## src/verilog/user_data_pkg.sv

```systemverilog
/*
  Constants for the user accessible data array: byte addresses,
  field positions, reset values and the check polynomial.
  Assumes nothing of its surroundings.
*/
package user_data_pkg;

  // ----------------------------------------------------------------
  // Byte addresses
  // ----------------------------------------------------------------
  localparam logic [3:0] ADDR_SN0 = 4'h0;
  localparam logic [3:0] ADDR_SN3 = 4'h3;
  localparam logic [3:0] ADDR_FACTORY_AXIS_RANGE = 4'h4;
  localparam logic [3:0] ADDR_LINK_FORMAT_CONFIG = 4'h5;
  localparam logic [3:0] ADDR_FILTER_MODE_SLOT_HIGH = 4'h6;
  localparam logic [3:0] ADDR_SLOT_A_LOW = 4'h7;
  localparam logic [3:0] ADDR_SLOT_B_LOW = 4'h8;
  localparam logic [3:0] ADDR_INIT_ASYNC_USER_REVISION = 4'h9;
  localparam logic [3:0] ADDR_USER_MONTH_YEAR = 4'hA;
  localparam logic [3:0] ADDR_USER_DAY_DATA = 4'hB;
  localparam logic [3:0] ADDR_STATUS_FLAGS = 4'hC;
  localparam logic [3:0] ADDR_MAKER_CODE = 4'hD;
  localparam logic [3:0] ADDR_LAST = 4'hD;

  // ----------------------------------------------------------------
  // Fields and sizes
  // ----------------------------------------------------------------
  localparam int TRACE_UNIT_W = 13;
  localparam int TRACE_LOT_LSB = 13;
  localparam int TRACE_LOT_W = 19;
  localparam int LOCK_U_BIT = 7;
  localparam int USER_BYTES = 8;
  localparam int FACTORY_BYTES = 5;
  localparam int TRIM_BYTES = 4;
  localparam logic [7:0] STATUS_FIXED_MASK = 8'h7E;
  localparam logic [7:0] USER_RESET = 8'h00;
  localparam logic [7:0] CHECK_POLY = 8'h07;
  localparam logic [7:0] CHECK_SEED = 8'hFF;

  // ----------------------------------------------------------------
  // Programming states
  // ----------------------------------------------------------------
  typedef enum logic [1:0] {
    NVM_IDLE = 2'b01,
    NVM_BURN = 2'b10
  } nvm_state_t;

endpackage
```

## src/verilog/otp_block_check.sv

```systemverilog
/*
  Error detection over one OTP block: a CRC-8 over N bytes compared
  with a stored check byte; the fault is registered on mclk_in.
  Assumes the block contents are stable while check_en_in is high.
*/
module otp_block_check
  import user_data_pkg::*;
#(
  parameter int N = 1
) (
  input wire logic mclk_in,
  input wire logic rst_in,
  input wire logic check_en_in,
  input wire logic [8*N-1:0] data_in,
  input wire logic [7:0] stored_in,
  output logic fault_out
);

  // ----------------------------------------------------------------
  // Check logic
  // ----------------------------------------------------------------
  function automatic logic [7:0] crc_byte(input logic [7:0] c,
                                          input logic [7:0] d);
    logic [7:0] r;
    r = c ^ d;
    for (int i = 0; i < 8; i++) begin
      r = r[7] ? ((r << 1) ^ CHECK_POLY) : (r << 1);
    end
    return r;
  endfunction

  logic [7:0] crc;
  logic fault_r;
  logic fault_nxt;

  always_comb begin
    crc = CHECK_SEED;
    for (int b = 0; b < N; b++) begin
      crc = crc_byte(crc, data_in[8*b +: 8]);
    end
    fault_nxt = check_en_in ? (crc != stored_in) : 1'b0;
  end

  always_ff @(posedge mclk_in) begin
    if (rst_in) begin
      fault_r <= 1'b0;
    end else begin
      fault_r <= fault_nxt;
    end
  end

  assign fault_out = fault_r;

endmodule

```

## src/verilog/user_data_array.sv

```systemverilog
/*
  User accessible data array: factory OTP block, user OTP block and
  read-only status, read and programmed over decoded link commands.
  Assumes the link decoder gives one-cycle request pulses on mclk_in
  and that OTP contents arrive as stable, already-sampled levels.
*/
// What this block does
// - Array holds factory OTP block, user OTP block and read-only status
// - Each OTP block has its own independent error check
// - Factory trim bytes are held aside and never readable as config
// - 32-bit trace word: low 13 bits unit, upper 19 bits lot
// - Factory block check covers all four trace bytes
// - Trace word affects nothing except readout and factory check
// - User OTP locations are programmed only through link commands
// - Every readable location answers link read requests
module user_data_array
  import user_data_pkg::*;
(
  input wire logic mclk_in,
  input wire logic rst_in,
  input wire logic [31:0] otp_trace_word_in,
  input wire logic [7:0] otp_axis_range_in,
  input wire logic [8*TRIM_BYTES-1:0] otp_trim_in,
  input wire logic [7:0] otp_factory_check_in,
  input wire logic [8*USER_BYTES-1:0] otp_user_in,
  input wire logic [7:0] otp_user_check_in,
  input wire logic [7:0] status_flags_in,
  input wire logic rd_req_in,
  input wire logic rd_nibble_in,
  input wire logic [4:0] rd_addr_in,
  input wire logic wr_req_in,
  input wire logic [3:0] wr_addr_in,
  input wire logic [7:0] wr_data_in,
  input wire logic prog_req_in,
  output logic rd_valid_out,
  output logic [7:0] rd_data_out,
  output logic rd_error_out,
  output logic wr_error_out,
  output logic prog_pulse_out,
  output logic [8*USER_BYTES-1:0] prog_data_out,
  output logic [8*TRIM_BYTES-1:0] trim_out,
  output logic factory_fault_out,
  output logic user_fault_out,
  output logic locked_out
);

  // ----------------------------------------------------------------
  // Address helpers
  // ----------------------------------------------------------------
  function automatic logic is_user_addr(input logic [3:0] a);
    return (a >= ADDR_LINK_FORMAT_CONFIG && a <= ADDR_USER_DAY_DATA) ||
           (a == ADDR_MAKER_CODE);
  endfunction

  function automatic int user_index(input logic [3:0] a);
    return (a == ADDR_MAKER_CODE) ? USER_BYTES - 1 :
           int'(a) - int'(ADDR_LINK_FORMAT_CONFIG);
  endfunction

  // ----------------------------------------------------------------
  // Factory block and its check
  // ----------------------------------------------------------------
  logic [8*FACTORY_BYTES-1:0] factory_bytes;
  logic [8*(FACTORY_BYTES+TRIM_BYTES)-1:0] factory_checked;
  logic [TRACE_UNIT_W-1:0] trace_unit;
  logic [TRACE_LOT_W-1:0] trace_lot;
  logic factory_fault;
  logic user_fault;

  assign trace_unit = otp_trace_word_in[TRACE_UNIT_W-1:0];
  assign trace_lot = otp_trace_word_in[TRACE_LOT_LSB +: TRACE_LOT_W];
  // Trace word drives only readout and the check below
  assign factory_bytes = {otp_axis_range_in, trace_lot, trace_unit};
  assign factory_checked = {otp_trim_in, factory_bytes};

  otp_block_check #(.N(FACTORY_BYTES + TRIM_BYTES)) u_factory_check (
    .mclk_in(mclk_in),
    .rst_in(rst_in),
    .check_en_in(1'b1),
    .data_in(factory_checked),
    .stored_in(otp_factory_check_in),
    .fault_out(factory_fault)
  );

  // ----------------------------------------------------------------
  // User shadow, programming and lock
  // ----------------------------------------------------------------
  nvm_state_t state_r, state_nxt;
  logic [8*USER_BYTES-1:0] shadow_r, shadow_nxt;
  logic loaded_r, loaded_nxt;
  logic locked_r, locked_nxt;
  logic wr_error_r, wr_error_nxt;
  logic prog_pulse_r, prog_pulse_nxt;
  logic [8*USER_BYTES-1:0] prog_data_r, prog_data_nxt;

  // Check runs only once locked; before that the array is still open
  otp_block_check #(.N(USER_BYTES - 1)) u_user_check (
    .mclk_in(mclk_in),
    .rst_in(rst_in),
    .check_en_in(locked_r),
    .data_in(otp_user_in[8*(USER_BYTES-1)-1:0]),
    .stored_in(otp_user_check_in),
    .fault_out(user_fault)
  );

  always_comb begin
    state_nxt = state_r;
    shadow_nxt = shadow_r;
    loaded_nxt = 1'b1;
    locked_nxt = locked_r;
    wr_error_nxt = 1'b0;
    prog_pulse_nxt = 1'b0;
    prog_data_nxt = prog_data_r;
    case (state_r)
      NVM_IDLE: begin
        if (!loaded_r) begin
          shadow_nxt = otp_user_in;
          locked_nxt = otp_user_in[LOCK_U_BIT];
        end else if (wr_req_in) begin
          // Only the link writes the shadow; otherwise it loads from the OTP image
          if (is_user_addr(wr_addr_in) && !locked_r) begin
            shadow_nxt[8*user_index(wr_addr_in) +: 8] = wr_data_in;
          end else begin
            wr_error_nxt = 1'b1;
          end
        end else if (prog_req_in) begin
          if (locked_r) begin
            wr_error_nxt = 1'b1;
          end else begin
            prog_pulse_nxt = 1'b1;
            prog_data_nxt = shadow_r;
            state_nxt = NVM_BURN;
          end
        end
      end
      NVM_BURN: begin
        // Readout after burning; lock takes effect from the OTP image
        shadow_nxt = otp_user_in;
        locked_nxt = otp_user_in[LOCK_U_BIT];
        state_nxt = NVM_IDLE;
      end
      default: begin
        state_nxt = NVM_IDLE;
      end
    endcase
  end

  always_ff @(posedge mclk_in) begin
    if (rst_in) begin
      state_r <= NVM_IDLE;
      shadow_r <= {USER_BYTES{USER_RESET}};
      loaded_r <= 1'b0;
      locked_r <= 1'b0;
      wr_error_r <= 1'b0;
      prog_pulse_r <= 1'b0;
      prog_data_r <= {USER_BYTES{USER_RESET}};
    end else begin
      state_r <= state_nxt;
      shadow_r <= shadow_nxt;
      loaded_r <= loaded_nxt;
      locked_r <= locked_nxt;
      wr_error_r <= wr_error_nxt;
      prog_pulse_r <= prog_pulse_nxt;
      prog_data_r <= prog_data_nxt;
    end
  end

  // ----------------------------------------------------------------
  // Link read path
  // ----------------------------------------------------------------
  logic rd_valid_r, rd_valid_nxt;
  logic [7:0] rd_data_r, rd_data_nxt;
  logic rd_error_r, rd_error_nxt;
  logic [3:0] byte_addr;
  logic [7:0] byte_val;

  // Trim bytes have no address, so they can never be read back
  always_comb begin
    byte_addr = rd_nibble_in ? rd_addr_in[4:1] : rd_addr_in[3:0];
    byte_val = 8'h00;
    if (byte_addr <= ADDR_SN3) begin
      byte_val = otp_trace_word_in[8*byte_addr[1:0] +: 8];
    end else if (byte_addr == ADDR_FACTORY_AXIS_RANGE) begin
      byte_val = otp_axis_range_in;
    end else if (byte_addr == ADDR_STATUS_FLAGS) begin
      byte_val = status_flags_in & STATUS_FIXED_MASK;
    end else if (is_user_addr(byte_addr)) begin
      byte_val = shadow_r[8*user_index(byte_addr) +: 8];
    end
    rd_valid_nxt = rd_req_in;
    rd_data_nxt = rd_data_r;
    rd_error_nxt = 1'b0;
    if (rd_req_in) begin
      if (!rd_nibble_in && rd_addr_in[4]) begin
        rd_error_nxt = 1'b1;
        rd_data_nxt = 8'h00;
      end else if (byte_addr > ADDR_LAST) begin
        rd_error_nxt = 1'b1;
        rd_data_nxt = 8'h00;
      end else if (rd_nibble_in) begin
        rd_data_nxt = {4'h0, rd_addr_in[0] ? byte_val[7:4] :
                                            byte_val[3:0]};
      end else begin
        rd_data_nxt = byte_val;
      end
    end
  end

  always_ff @(posedge mclk_in) begin
    if (rst_in) begin
      rd_valid_r <= 1'b0;
      rd_data_r <= 8'h00;
      rd_error_r <= 1'b0;
    end else begin
      rd_valid_r <= rd_valid_nxt;
      rd_data_r <= rd_data_nxt;
      rd_error_r <= rd_error_nxt;
    end
  end

  // ----------------------------------------------------------------
  // Outputs
  // ----------------------------------------------------------------
  logic [8*TRIM_BYTES-1:0] trim_r;

  always_ff @(posedge mclk_in) begin
    if (rst_in) begin
      trim_r <= '0;
    end else begin
      trim_r <= otp_trim_in;
    end
  end

  assign rd_valid_out = rd_valid_r;
  assign rd_data_out = rd_data_r;
  assign rd_error_out = rd_error_r;
  assign wr_error_out = wr_error_r;
  assign prog_pulse_out = prog_pulse_r;
  assign prog_data_out = prog_data_r;
  assign trim_out = trim_r;
  assign factory_fault_out = factory_fault;
  assign user_fault_out = user_fault;
  assign locked_out = locked_r;

endmodule

```

## config.mk

```make
export PLATFORM = sky130hd
export DESIGN_NAME = user_data_array
export DESIGN_NICKNAME = d
export VERILOG_FILES = /design/src/verilog/user_data_pkg.sv /design/src/verilog/otp_block_check.sv /design/src/verilog/user_data_array.sv
export SDC_FILE = /design/constraint.sdc
export NUM_CORES = 1
export LEC_CHECK = 0
export ABC_AREA = 1
export BUFFER_PORTS_ARGS = -buffer_cell sky130_fd_sc_hd__buf_2
export CAP_MARGIN = 20
export CELL_PAD_IN_SITES_DETAIL_PLACEMENT = 1
export CELL_PAD_IN_SITES_GLOBAL_PLACEMENT = 2
export CORE_AREA = 2 2 242 244
export CTS_BUF_LIST = sky130_fd_sc_hd__clkbuf_8
export DETAILED_ROUTE_END_ITERATION = 10
export DIE_AREA = 0 0 244 246
export PLACE_DENSITY = 0.81
export SLEW_MARGIN = 5
export SYNTH_ARGS = -nofsm -noshare
export SYNTH_HDL_FRONTEND = slang
export SYNTH_HIERARCHICAL = 1
export SYNTH_SLANG_ARGS = --single-unit
export TNS_END_PERCENT = 5
```

## constraint.sdc

```tcl
create_clock -name mclk_in -period 5 [get_ports mclk_in]
set_input_delay 0 -clock mclk_in [delete_from_list [all_inputs] [get_ports mclk_in]]
set_output_delay 0 -clock mclk_in [all_outputs]
set_load 0.01 [all_outputs]
```

=== After elaboration in Yosys (flattened, before gate mapping) ===
Index checks and enable logic that the tools add are counted.

* Register bits after elaboration: 178
* Bits of input ports: 183
* Output and inout bits: 111
* Logic and storage cells: 359

* $add $sub $neg: 3
* $lt $le $gt $ge: 6
* Equal/unequal tests: 11
* Shift operators: 4
* Multiplexer cells: 154
* Bitwise operators: 150
* Reduce and logical (&&, ||, !) cells: 18

{| class="wikitable"
|+ Operators by type and width
! operator !! count
|-
| 3-bit two-way mux || 128
|-
| 3-bit inverter || 128
|-
| 64-bit two-way mux || 3
|-
| 64-bit one-hot mux with 2 select lines || 1
|-
| 8-bit XOR || 14
|-
| 64-bit bitwise mux || 1
|-
| 8-bit by 33-bit variable shift with 64-bit output, first input constant || 1
|-
| 64-bit by 32-bit variable part select with 8-bit output || 1
|-
| 8-bit by 33-bit variable part select with 64-bit output || 1
|-
| 29-bit two-way mux || 2
|-
| 8-bit two-way mux || 7
|-
| 32-bit negation with 33-bit output || 1
|-
| 32-bit by 6-bit variable part select with 8-bit output || 1
|-
| 8-bit inequality test || 2
|-
| 8-bit inverter || 2
|-
| 4-bit == test, second input constant || 3
|-
| 4-bit by 3-bit subtractor with 5-bit output, second input constant || 2
|-
| 1-bit two-way mux || 9
|-
| 4-bit by 3-bit greater-or-equal comparator with 1-bit output, second input constant || 2
|-
| 4-bit <= comparator, second input constant || 2
|-
| 4-bit two-way mux || 2
|-
| 3-bit inequality test, second input constant || 2
|-
| 1-bit inverter || 6
|-
| 2-bit OR reduction || 3
|-
| other kinds (17) || 22
|}

=== Longest topological paths before layout ===
Gate-level depths: netlist of the first run.

* Word-level depth: 154
* Mapped depth: 53
* Gate-level depth less buffers: 53

=== By module ===
Netlist of the first run, hierarchy kept.

{| class="wikitable"
|+ Modules (own cells, without submodules)
! module !! times used !! cells an instance !! area each (um^2) !! sequential area each (um^2)
|-
| user_data_array || 1 || 1,362 || 8,984.9 || 3,523.4
|-
| otp_block_check at u_factory_check || 1 || 904 || 4,093.9 || 20.0
|-
| otp_block_check at u_user_check || 1 || 712 || 3,360.7 || 20.0
|}

=== Worst setup path before layout of the first run ===
OpenSTA, ideal clock, no wires.

* Path kind: input port to flip-flop
* Start point: input otp_trace_word_in[2]
* End point: register u_factory_check.fault_r (netlist: u_factory_check/fault_out)
* Library setup time: 0.112 ns
* Arrival: 3.591 ns
* Required time: 4.888 ns
* Path slack: 1.297 ns
* Cell stages on the path: 48
* Buffers on the path: 0
* Cells stage by stage: inv_1 nand2_1 nand2_1 nand2_1 nand2_1 nand2_1 nand2_1 inv_1 nand2_2 nand2_2 inv_2 nand2_1 nand2_2 nand3_1 nand2_2 nand3_1 nand2_2 nand2_2 (+12 left out) nand2_4 inv_2 nand2_2 nand2_2 nand2_1 nand2_1 nand2_1 nand3_1 nand2_2 nand2_1 nand2_1 nand2_1 nand3_1 nand2_1 nor2_1 nand2_1 nor2_1 nor2_1

* Cells in the longest elaborated chain, start to end: 55
* Elaborated cells between the ends (all ways): 133
* Classes of those cells: eq/ne: 1; mux: 63; bitwise: 69

{| class="wikitable"
|+ RTL lines
! item !! line !! text
|-
| start, declared || user_data_array.sv:21 || <nowiki>input wire logic [31:0] otp_trace_word_in,</nowiki>
|-
| 8-bit inverter (no source line) * || -- ||
|-
| 3-bit two-way mux * || otp_block_check.sv:27 || <nowiki>r = r[7] ? ((r << 1) ^ CHECK_POLY) : (r << 1);</nowiki>
|-
| 3-bit inverter (no source line) || -- ||
|-
| 3-bit two-way mux || otp_block_check.sv:27 ||
|-
| 3-bit inverter (no source line) || -- ||
|-
| 3-bit two-way mux || otp_block_check.sv:27 ||
|-
| 8-bit XOR * || otp_block_check.sv:25 || <nowiki>r = c ^ d;</nowiki>
|-
| 3-bit two-way mux || otp_block_check.sv:27 ||
|-
| (+39 left out) || -- ||
|-
| 3-bit two-way mux || otp_block_check.sv:27 ||
|-
| 8-bit XOR * || otp_block_check.sv:25 ||
|-
| 3-bit two-way mux || otp_block_check.sv:27 ||
|-
| 3-bit inverter (no source line) || -- ||
|-
| 3-bit two-way mux || otp_block_check.sv:27 ||
|-
| 3-bit inverter (no source line) || -- ||
|-
| 3-bit two-way mux || otp_block_check.sv:27 ||
|-
| 8-bit inequality test * || otp_block_check.sv:41 || <nowiki>fault_nxt = check_en_in ? (crc != stored_in) : 1'b0;</nowiki>
|-
| end signal, assigned || otp_block_check.sv:48 || <nowiki>fault_r <= fault_nxt;</nowiki>
|-
| end, declared || otp_block_check.sv:33 || <nowiki>logic fault_r;</nowiki>
|}

Mark *: on every way between the ends. The rest lies on a longest branch, timed or not.
A chain may end at the register's enable or synchronous reset.

=== Worst setup path after layout of the first run ===
* Start point: input otp_user_in[7]
* End point: register u_user_check.fault_r (netlist: u_user_check/fault_out)

* Cells in the longest elaborated chain, start to end: 43
* Elaborated cells between the ends (all ways): 109
* Classes of those cells: eq/ne: 1; mux: 52; bitwise: 56

{| class="wikitable"
|+ RTL lines
! item !! line !! text
|-
| start, declared || user_data_array.sv:25 || <nowiki>input wire logic [8*USER_BYTES-1:0] otp_user_in,</nowiki>
|-
| 8-bit inverter (no source line) * || -- ||
|-
| 3-bit two-way mux * || otp_block_check.sv:27 ||
|-
| 3-bit inverter (no source line) || -- ||
|-
| 3-bit two-way mux || otp_block_check.sv:27 ||
|-
| 3-bit inverter (no source line) || -- ||
|-
| 3-bit two-way mux || otp_block_check.sv:27 ||
|-
| 8-bit XOR * || otp_block_check.sv:25 ||
|-
| 3-bit two-way mux || otp_block_check.sv:27 ||
|-
| (+27 left out) || -- ||
|-
| 3-bit two-way mux || otp_block_check.sv:27 ||
|-
| 8-bit XOR * || otp_block_check.sv:25 ||
|-
| 3-bit two-way mux || otp_block_check.sv:27 ||
|-
| 3-bit inverter (no source line) || -- ||
|-
| 3-bit two-way mux || otp_block_check.sv:27 ||
|-
| 3-bit inverter (no source line) || -- ||
|-
| 3-bit two-way mux || otp_block_check.sv:27 ||
|-
| 8-bit inequality test * || otp_block_check.sv:41 ||
|-
| end signal, assigned || otp_block_check.sv:48 ||
|-
| end, declared || otp_block_check.sv:33 ||
|}

Marks and branches as above.

==> results of run 1 <==
==> worst paths after layout <==
check | from | to | slack, ns
setup / recovery | otp_user_in[7] | u_user_check/fault_out | 0.50
hold reg to reg | shadow_r[27] | shadow_r[27] | 0.47
hold / removal | otp_factory_check_in[1] | u_factory_check/fault_out | 0.008
setup reg to reg | state_r[0] | shadow_r[54] | 1.58
==> kinds of logic after synthesis <==
family                   Yosys count  share of synthesized area (%)
adder cells (fa/ha/maj)           11                          0.837
flip-flops                       178                           21.7
AND/OR/NAND/NOR                 2064                           57.2
XOR/XNOR                          23                           1.64
AO/OA/AOI/OAI                    240                           7.62
buffers and inverters            461                           11.0
other                              1                         0.0228
==> cell type report <==
| type | count | share of cell area, % |
|---|---|---|
| multi-input cells | 2339 | 56.6 |
| clock buffers | 19 | 1.24 |
| well taps | 765 | 4.53 |
| repair buffers | 431 | 13.3 |
| flip-flops and latches | 178 | 16.9 |
| inverters | 384 | 6.87 |
| clock inverters | 13 | 0.575 |
==> through the flow <==
step                hold slack, ns  cells  setup WS, ns
floorplan                    0.107   2978          1.30
global placement             0.239   3973         0.266
detailed placement           0.244   3974       0.00775
CTS                        0.00767   4118        0.0357
global route                0.0507   4129      -0.00553
finish                     0.00752   4129         0.496
==> placed cells by master, fill, tap and decap left out, drive strengths merged, types with 12 or more instances in the layout <==
cell type / instances
nand2: 1308
nand3: 478
inv: 384
buf: 315
nor2: 192
dfxtp: 178
o21ai: 120
a21oi: 112
dlygate4sd3: 111
nand4: 31
clkbuf: 24
nand3b: 21
nor3: 15
xor2: 13
clkinv: 12
==> cells in the mapped netlist (3+ instances only) <==
cell | number | area share, %
sky130_fd_sc_hd__a21oi_1 | 111 | 3.4
sky130_fd_sc_hd__a32o_1 | 8 | 0.49
sky130_fd_sc_hd__buf_2 | 15 | 0.46
sky130_fd_sc_hd__buf_6 | 6 | 0.41
sky130_fd_sc_hd__clkbuf_1 | 53 | 1.2
sky130_fd_sc_hd__dfxtp_1 | 178 | 22
sky130_fd_sc_hd__ha_1 | 11 | 0.84
sky130_fd_sc_hd__inv_1 | 328 | 7.5
sky130_fd_sc_hd__inv_2 | 53 | 1.2
sky130_fd_sc_hd__nand2_1 | 1145 | 26
sky130_fd_sc_hd__nand2_2 | 140 | 5.3
sky130_fd_sc_hd__nand2_4 | 23 | 1.6
sky130_fd_sc_hd__nand3_1 | 445 | 14
sky130_fd_sc_hd__nand3_2 | 26 | 1.6
sky130_fd_sc_hd__nand3_4 | 7 | 0.75
sky130_fd_sc_hd__nand3b_1 | 20 | 0.91
sky130_fd_sc_hd__nand4_1 | 30 | 1.1
sky130_fd_sc_hd__nor2_1 | 181 | 4.1
sky130_fd_sc_hd__nor2_2 | 6 | 0.23
sky130_fd_sc_hd__nor2_4 | 3 | 0.21
sky130_fd_sc_hd__nor3_1 | 14 | 0.43
sky130_fd_sc_hd__nor4_1 | 10 | 0.38
sky130_fd_sc_hd__o21ai_0 | 114 | 3.5
sky130_fd_sc_hd__o21ai_1 | 4 | 0.12
sky130_fd_sc_hd__or2_2 | 6 | 0.23
sky130_fd_sc_hd__xnor2_1 | 7 | 0.37
sky130_fd_sc_hd__xor2_1 | 10 | 0.53
==> sequential cells by signal (all words and copies together) (netlist names) <==
register / flops
prog_data_out: 64
shadow_r: 64
trim_out: 32
rd_data_out: 8
state_r: 2
loaded_r: 1
locked_out: 1
prog_pulse_out: 1
rd_error_out: 1
rd_valid_out: 1
u_factory_check/fault_out: 1
u_user_check/fault_out: 1
wr_error_out: 1
==> metal layers <==
metal / share of wire, % / routed length (µm) / up-vias
met2: 50 / 35600 / 324
met5: 0.018 / 13 / -
met3: 3.2 / 2250 / 66
met4: 2.2 / 1560 / 2
met1: 45 / 31600 / 9698
li1: - / - / 10154
==> repair_timing <==
action / CTS / global route
setup buffers: 0 / 12
setup endpoints to repair: 0 / 2
resized for setup: 0 / 247
hold buffers: 112 / 0
endpoints found under the hold margin: 96 / 0
==> where the power goes <==
| part | switching (mW) | internal, mW | leakage [nW] |
|---|---|---|---|
| clock network | 0.609 | 0.388 | 0.193 |
| registers | 0.0334 | 1.51 | 1.46 |
| logic | 9.86 | 4.84 | 10.0 |
==> worst register-to-register path, delay by kind of cell, from the launching register on <==
family | cells | cell delay, ns
buffers and inverters | 7 | 1.45
flip-flops | 1 | 0.32
AND/OR/NAND/NOR | 8 | 1.59
==> results, run 1 <==
- The count of buffer and inverter cells on the critical path is 6.
- The number of synthesized register bits is 178.
- The die boundary width is 244 µm.
- The clock drives 178 sinks.
- In this run the number of cells on the critical path is 40.
- Yosys printed 6 warnings.
- On the critical path the largest part of the delay comes from simple AND/OR/NAND/NOR gates.
- During placement, the flow inserted port buffers numbering 291.
- In the routed layout, each cell is associated on average with a via count of 4.90.
- The fill cell total of the finished layout is 7,716.
- Once placement finished, the instance area stood at approximately 0.019 mm².
- The worst path arrival time is between 4 and 5 ns.
- For the worst setup path, the data required time is 5.38 ns.
- The largest vdd supply drop is 925 µV.
- The number of antenna violations at the first check in global routing is 1.
- The region available for standard cell placement spans 0.0574 mm².
- The first TritonRoute pass finished after 5 iterations.
- The total of max-cap violations is 0.
- Based on the critical path, the design can be clocked at up to 222 MHz.
- The actual transition at the worst max-transition pin is between 1 and 1.5 ns.
- The depth of the worst register-to-register path is 15.
- The root buffer cell is sky130_fd_sc_hd__clkbuf_8.
- The HPWL after detailed placement is 57.6 mm.
- The standard cell with the maximum stage delay on the critical path is sky130_fd_sc_hd__dlygate4sd3_1.
- The CTS buffer count is 17.
- For the worst-skew pair, the clock arrives at the later sink with an insertion delay of 0.49 ns.
- The critical path capture point type is a register.
- The final-report max-slew violation count is 0.
- The number of hold violations in the final report is 0.
- Summed over all layers, the global routing overflow is 0.
- The cell count after synthesis came out at about 3,000.
- Clock-pin slew was measured on the worst setup and hold paths at 0.10 ns.
- The total non-filler cell area in the finished layout is about 0.021 mm².
- The share of cells above drive strength 1 is between 20% and 30%.
- The flow ran to the end, and the final reports show no timing, DRC or antenna violations.
- Power spread over the standard cell area amounts to 816 mW/mm².
- In this run the count of I/O pins placed on the die edge is ~300.
- The type of the worst setup path is input port to register.
- In the synthesized netlist the async set-or-reset flop fraction comes to 0%.
- The minimum period implied by the final worst setup slack is 4.50 ns.
- The number of global-route vias before repair is 21,084.
- The fraction of met3 tracks used by global routing is 2.27%.
- The area taken by flip-flops and latches is 0.00356 mm².
- The global-route total usage across every layer is 23.1%.
- The cell area after synthesis is approximately 0.016 mm².
- The multi-input combinational cells in the finished layout cover a total of 0.0120 mm².
- The detailed router placed 20,244 vias in this run.
- The standard-cell row count is 88.
- In this run, the number of DRC markers left after iteration 0 of detailed routing was just over 800.
- The worst setup path is launched from an input port.
- Relative to the synthesized area, the layout overhead comes to 28.5%.
- The final total negative setup slack is 0 ns.
- For this run, the leading register cell type out of synthesis is sky130_fd_sc_hd__dfxtp_1.
- Summed over all layers, the routed wires come to 71.1 mm.
- For this run, the slowest stage of the critical path takes 0.55 ns.
- For this run, design rule violations remaining after detail routing come to 0.
- Global routing used 42.5% of the available met2 tracks.
- The min-delay analysis places its worst path in the category input port to register.
- The global-route met1 utilization is between 20% and 30%.
- The portion of the clock cycle consumed by the worst path in the final layout is 90.1%.
- The number of cells traversed by the worst hold path is 7.
- The remaining antenna violation count after routing is 0.
- After global routing, the most crowded layer is met2.
- The headroom to the max-slew limit is 32.1%.
- From bottom edge to top edge, the die measures 246 µm.
- The number of nets handed over by synthesis was 3,172.
- The final setup violation count is 0.
- The largest net degree at the start of global routing is 75.
- In this run, synthesis inferred 0 flip-flops with an integrated enable.
- TritonCTS built the clock tree.
- Each instance of the synthesized netlist takes up on average 5.52 µm².
- The leakage power of the design is 11.7 nW.
- After the last flow step, the layout net total stands at 3,545.
- Yosys mapped the design onto 45 distinct sky130hd cell types.
- For this run, the share of the core covered by cells in the final layout is 36.8%.
- The effective utilization at floorplan is 28.7%.
- The H-tree was split into 4 levels.
- The first global-routing pass estimated 110 mm of wire.
- The longest clock path from root to sink contains 2 buffers.
- Dividing the detail-routed wire length by the instance count gives 17.2 µm.
- Sequential cells were found to cover 21.7% of the synthesized design area.
- The total design power is approximately 17 mW.
- The worst clock skew is 0.0173 ns.
- The maximum fanout along the worst path is 7.
- Routability-driven placement finished with a final weighted congestion of 0.921.
- The total inserted antenna cells is 0.
- The floorplan step defined a die boundary enclosing around 0.06 mm².
No activity file was read; power rests on OpenSTA's default activity.
==> inputs of run 2 (changes only) <==
--- a/config.mk
+++ b/config.mk
@@ -11,9 +11,9 @@
 export CELL_PAD_IN_SITES_DETAIL_PLACEMENT = 1
 export CELL_PAD_IN_SITES_GLOBAL_PLACEMENT = 2
-export CORE_AREA = 2 2 242 244
+export CORE_AREA = 2 2 250 252
 export CTS_BUF_LIST = sky130_fd_sc_hd__clkbuf_8
 export DETAILED_ROUTE_END_ITERATION = 10
-export DIE_AREA = 0 0 244 246
-export PLACE_DENSITY = 0.81
+export DIE_AREA = 0 0 252 254
+export PLACE_DENSITY = 0.8
 export SLEW_MARGIN = 5
 export SYNTH_ARGS = -nofsm -noshare
==> constraint.sdc (replaced) <==
create_clock -name mclk_in -period 3.75 [get_ports mclk_in]
set_input_delay 0.1875 -clock mclk_in [delete_from_list [all_inputs] [get_ports mclk_in]]
set_output_delay 0.1875 -clock mclk_in [all_outputs]
set_load 0.01 [all_outputs]
==> run 2 against run 1 <==
Effect of this change: the flow now finishes with violations (setup timing); via count fell by 0.85%; register-to-register slack worse by 0.32 ns; first-iteration DRC count rose by 23%; count of clock-buffer cells in the layout is 1 higher; worst hold slack better by 0.061 ns; critical endpoint is now u_factory_check/fault_out.
==> results, run 2 (synthesis gave the netlist of run 1 again) <==
- The tree built by TritonCTS fans out to between 150 and 200 sinks.
- After layout, the worst setup slack is -0.541 ns.
- Summing all non-filler instances in the final layout gives an area of 0.0218 mm².
- Clock latency on the worst-skew pair, taken at its later pin, is 0.52 ns.
- The power share of the sequential group is 8.0%.
- Leaving out fill and tap cells, the most frequent cells in the layout are 948 x sky130_fd_sc_hd__nand2_1, 367 x sky130_fd_sc_hd__nand3_1, 317 x sky130_fd_sc_hd__inv_1, 282 x sky130_fd_sc_hd__buf_2, 271 x sky130_fd_sc_hd__nand2_2.
- The number of nets at the end of the flow is 3,572.
- The worst pin sits at a relative slew slack of about 53%.
- The effective utilization at floorplan is 26.8%.
- Global routing finished with a remaining overflow of 0.
- The number of antenna violations at the first check in global routing is 1.
- The global placer's final weighted congestion is 1.02.
- The clock passes through at most 2 buffers.
- The count of unresolved DRC violations after routing is 0.
- The final-report max-slew violation count was 0.
- Summing internal, switching and leakage power gives about 26 mW.
- After the flow finishes, the layout carries non-filler instances totaling 4,182.
- The slowest stage of the critical path belongs to the cell sky130_fd_sc_hd__or2_1.
- The number of vias after detailed routing is 20,071.
- In the finished design, the share of the clock period the worst path needs comes to 114%.
- The detail route stage leaves a number of antenna-violating nets equal to 0.
- The class of the tightest hold or removal check is input port to register.
- The critical path capture point type is a register.
- The number of hold violations in the final report is 0.
- The final layout contains routed wiring with a total length of about 70 mm.
- In this run, the clock network consumes 5.6% of the power.
- Dividing the detail-routed wire length by the instance count gives 17.0 µm.
- Based on the critical path, the design can be clocked at up to ~230 MHz.
- Across the routed clock network, the largest skew measured is between 0.02 and 0.025 ns.
- The number of global-route vias before repair came to 20,254.
- The count of buffers added on input and output ports is 291.
- The vertical die dimension is around 250 µm.
- The checks that failed: setup timing.
- The internal power component is 10.4 mW.
- The CTS buffer count is 17.
- Global routing used 21.8% of the available tracks across all layers.
- Including well taps, the total number of placed cells is 4,104.
- Entering global routing, the biggest net connects 74 pins.
- The die is 252 µm wide.
- The H-tree depth reported by CTS is 4.
- The critical path launch point type is an input port.
- The initialized floorplan defines 91 standard-cell rows.
- Setup repair after global routing could not meet its margin everywhere.
- The critical path's largest stage delay is 0.22 ns.
- The ratio of total power to cell area is 1180 mW/mm².
- The critical path's most frequent cell is sky130_fd_sc_hd__nand2_2.
- The leakage power of the design is around 12 nW.
- The post-place setup slack is -1.23 ns.
- The violation count after the first detailed-routing iteration is around 1,000.
- The clock tree from TritonCTS is done.
- In this run the worst path has a maximum fanout of 6.
- Compared with the post-synthesis result, the final layout area differs by 32.6%.
- The number of vias per cell is 4.80.
- The first-pass GRT wire length is 110 mm.
- The actual transition at the worst max-transition pin is 0.701 ns.
- The switching power summed over all nets is 15.3 mW.
- The wire-length estimate of the detail-placed layout is 57.7 mm.
- The total iterations of the first detailed-routing run is 5.
- In this run switching power makes up 59.5% of total power.
- The root buffer cell is sky130_fd_sc_hd__clkbuf_8.
- The floorplan step defined a die boundary enclosing about 0.064 mm².
- Leaving out fill and tap cells, the most frequent cell in the layout is sky130_fd_sc_hd__nand2_1.
- The worst endpoint required time is 4.17 ns.
- The post-route netlist has 30.3% of its cells at a drive strength greater than 1.
- Of the total power, combinational logic draws 86.4%.
- Setup violations remaining at the end of the flow were counted as 1.
- The count of pins on the block boundary is roughly 300.
- After layout, the minimum clock period comes to 4.29 ns.
- In this run the standard cell core region covers 0.0613 mm².
- By startpoint and endpoint, the worst setup path is classified as input port to register.
- VDD sags by at most 1340 µV.
- The clock transition at the registers of the reported paths is between 0.1 and 0.15 ns.
- Once placement finished, the instance area stood at 0.0195 mm².
- The worst path arrival time is approximately 4.7 ns.
- The flow ran to the end, but the final reports show violations.
- The total of max-cap violations is 0.
## run 2: metal layers
| metal | global-route usage [%] | routed length (µm) | vias up |
|---|---|---|---|
| met2 | 38.0 | 34200 | 360 |
| met1 | 28.3 | 32600 | 9430 |
| met3 | 2.33 | 2480 | 67 |
| met5 | 0 | 0 | - |
| met4 | 6.53 | 1840 | 0 |
| li1 | - | - | 10214 |
## run 2: power by group through the flow
stage	clock, mW	sequential, mW	combinational, mW
finish	1.43	2.06	22.2
global route	1.54	2.08	24.9
CTS	1.47	2.06	20.1
detailed placement	0	2.11	18.0
global placement	0	2.10	17.8
floorplan	0	2.13	13.3
## run 2: per-stage QoR
| stage | hold WS, ns | setup TNS, ns | util, % |
|---|---|---|---|
| 2_1_floorplan | 0.294 | -0.136 | - |
| 3_3_place_gp | 0.427 | -1.59 | 31.8 |
| 3_5_place_dp | 0.431 | -1.72 | 31.8 |
| 4_1_cts | 0.0466 | -0.391 | 34.5 |
| 5_1_grt | 0.0765 | -1.41 | 35.6 |
| 6_report | 0.0687 | -0.541 | 35.6 |
## run 2: final timing paths
| check | startpoint | end | slack, ns | cells after the start |
|---|---|---|---|---|
| worst max register to register | state_r[0] | shadow_r[48] | 1.26 | 12 |
| worst min register to register | shadow_r[31] | shadow_r[31] | 0.47 | 2 |
| worst max-delay path | otp_trace_word_in[4] | u_factory_check/fault_out | -0.54 | 47 |
| worst min-delay path | otp_user_in[55] | shadow_r[55] | 0.07 | 5 |
## run 2: timing repair
item                       in CTS  in global routing
hold endpoints to repair       34                  0
buffers inserted                5                  5
setup endpoints to repair       1                  2
hold buffers                   35                  0
gates resized for setup       222                170
pin swaps                      86                 81
## run 2: final cells by class
type | count | area, µm²
antenna | 1 | 2.50
sequential | 178 | 3560
tap | 790 | 988
inverter | 384 | 1470
fill | 8269 | 39500
multi-input combinational | 2339 | 12500
clock buffer | 20 | 275
clock inverter | 12 | 119
timing repair buffer | 458 | 2840
## run 2: critical path, delay by kind of cell
kind	cells	cell delay (ns)
AND/OR/NAND/NOR	41	3.95
buffers and inverters	4	0.31
AO/OA/AOI/OAI	1	0.14
XOR/XNOR	1	0.13
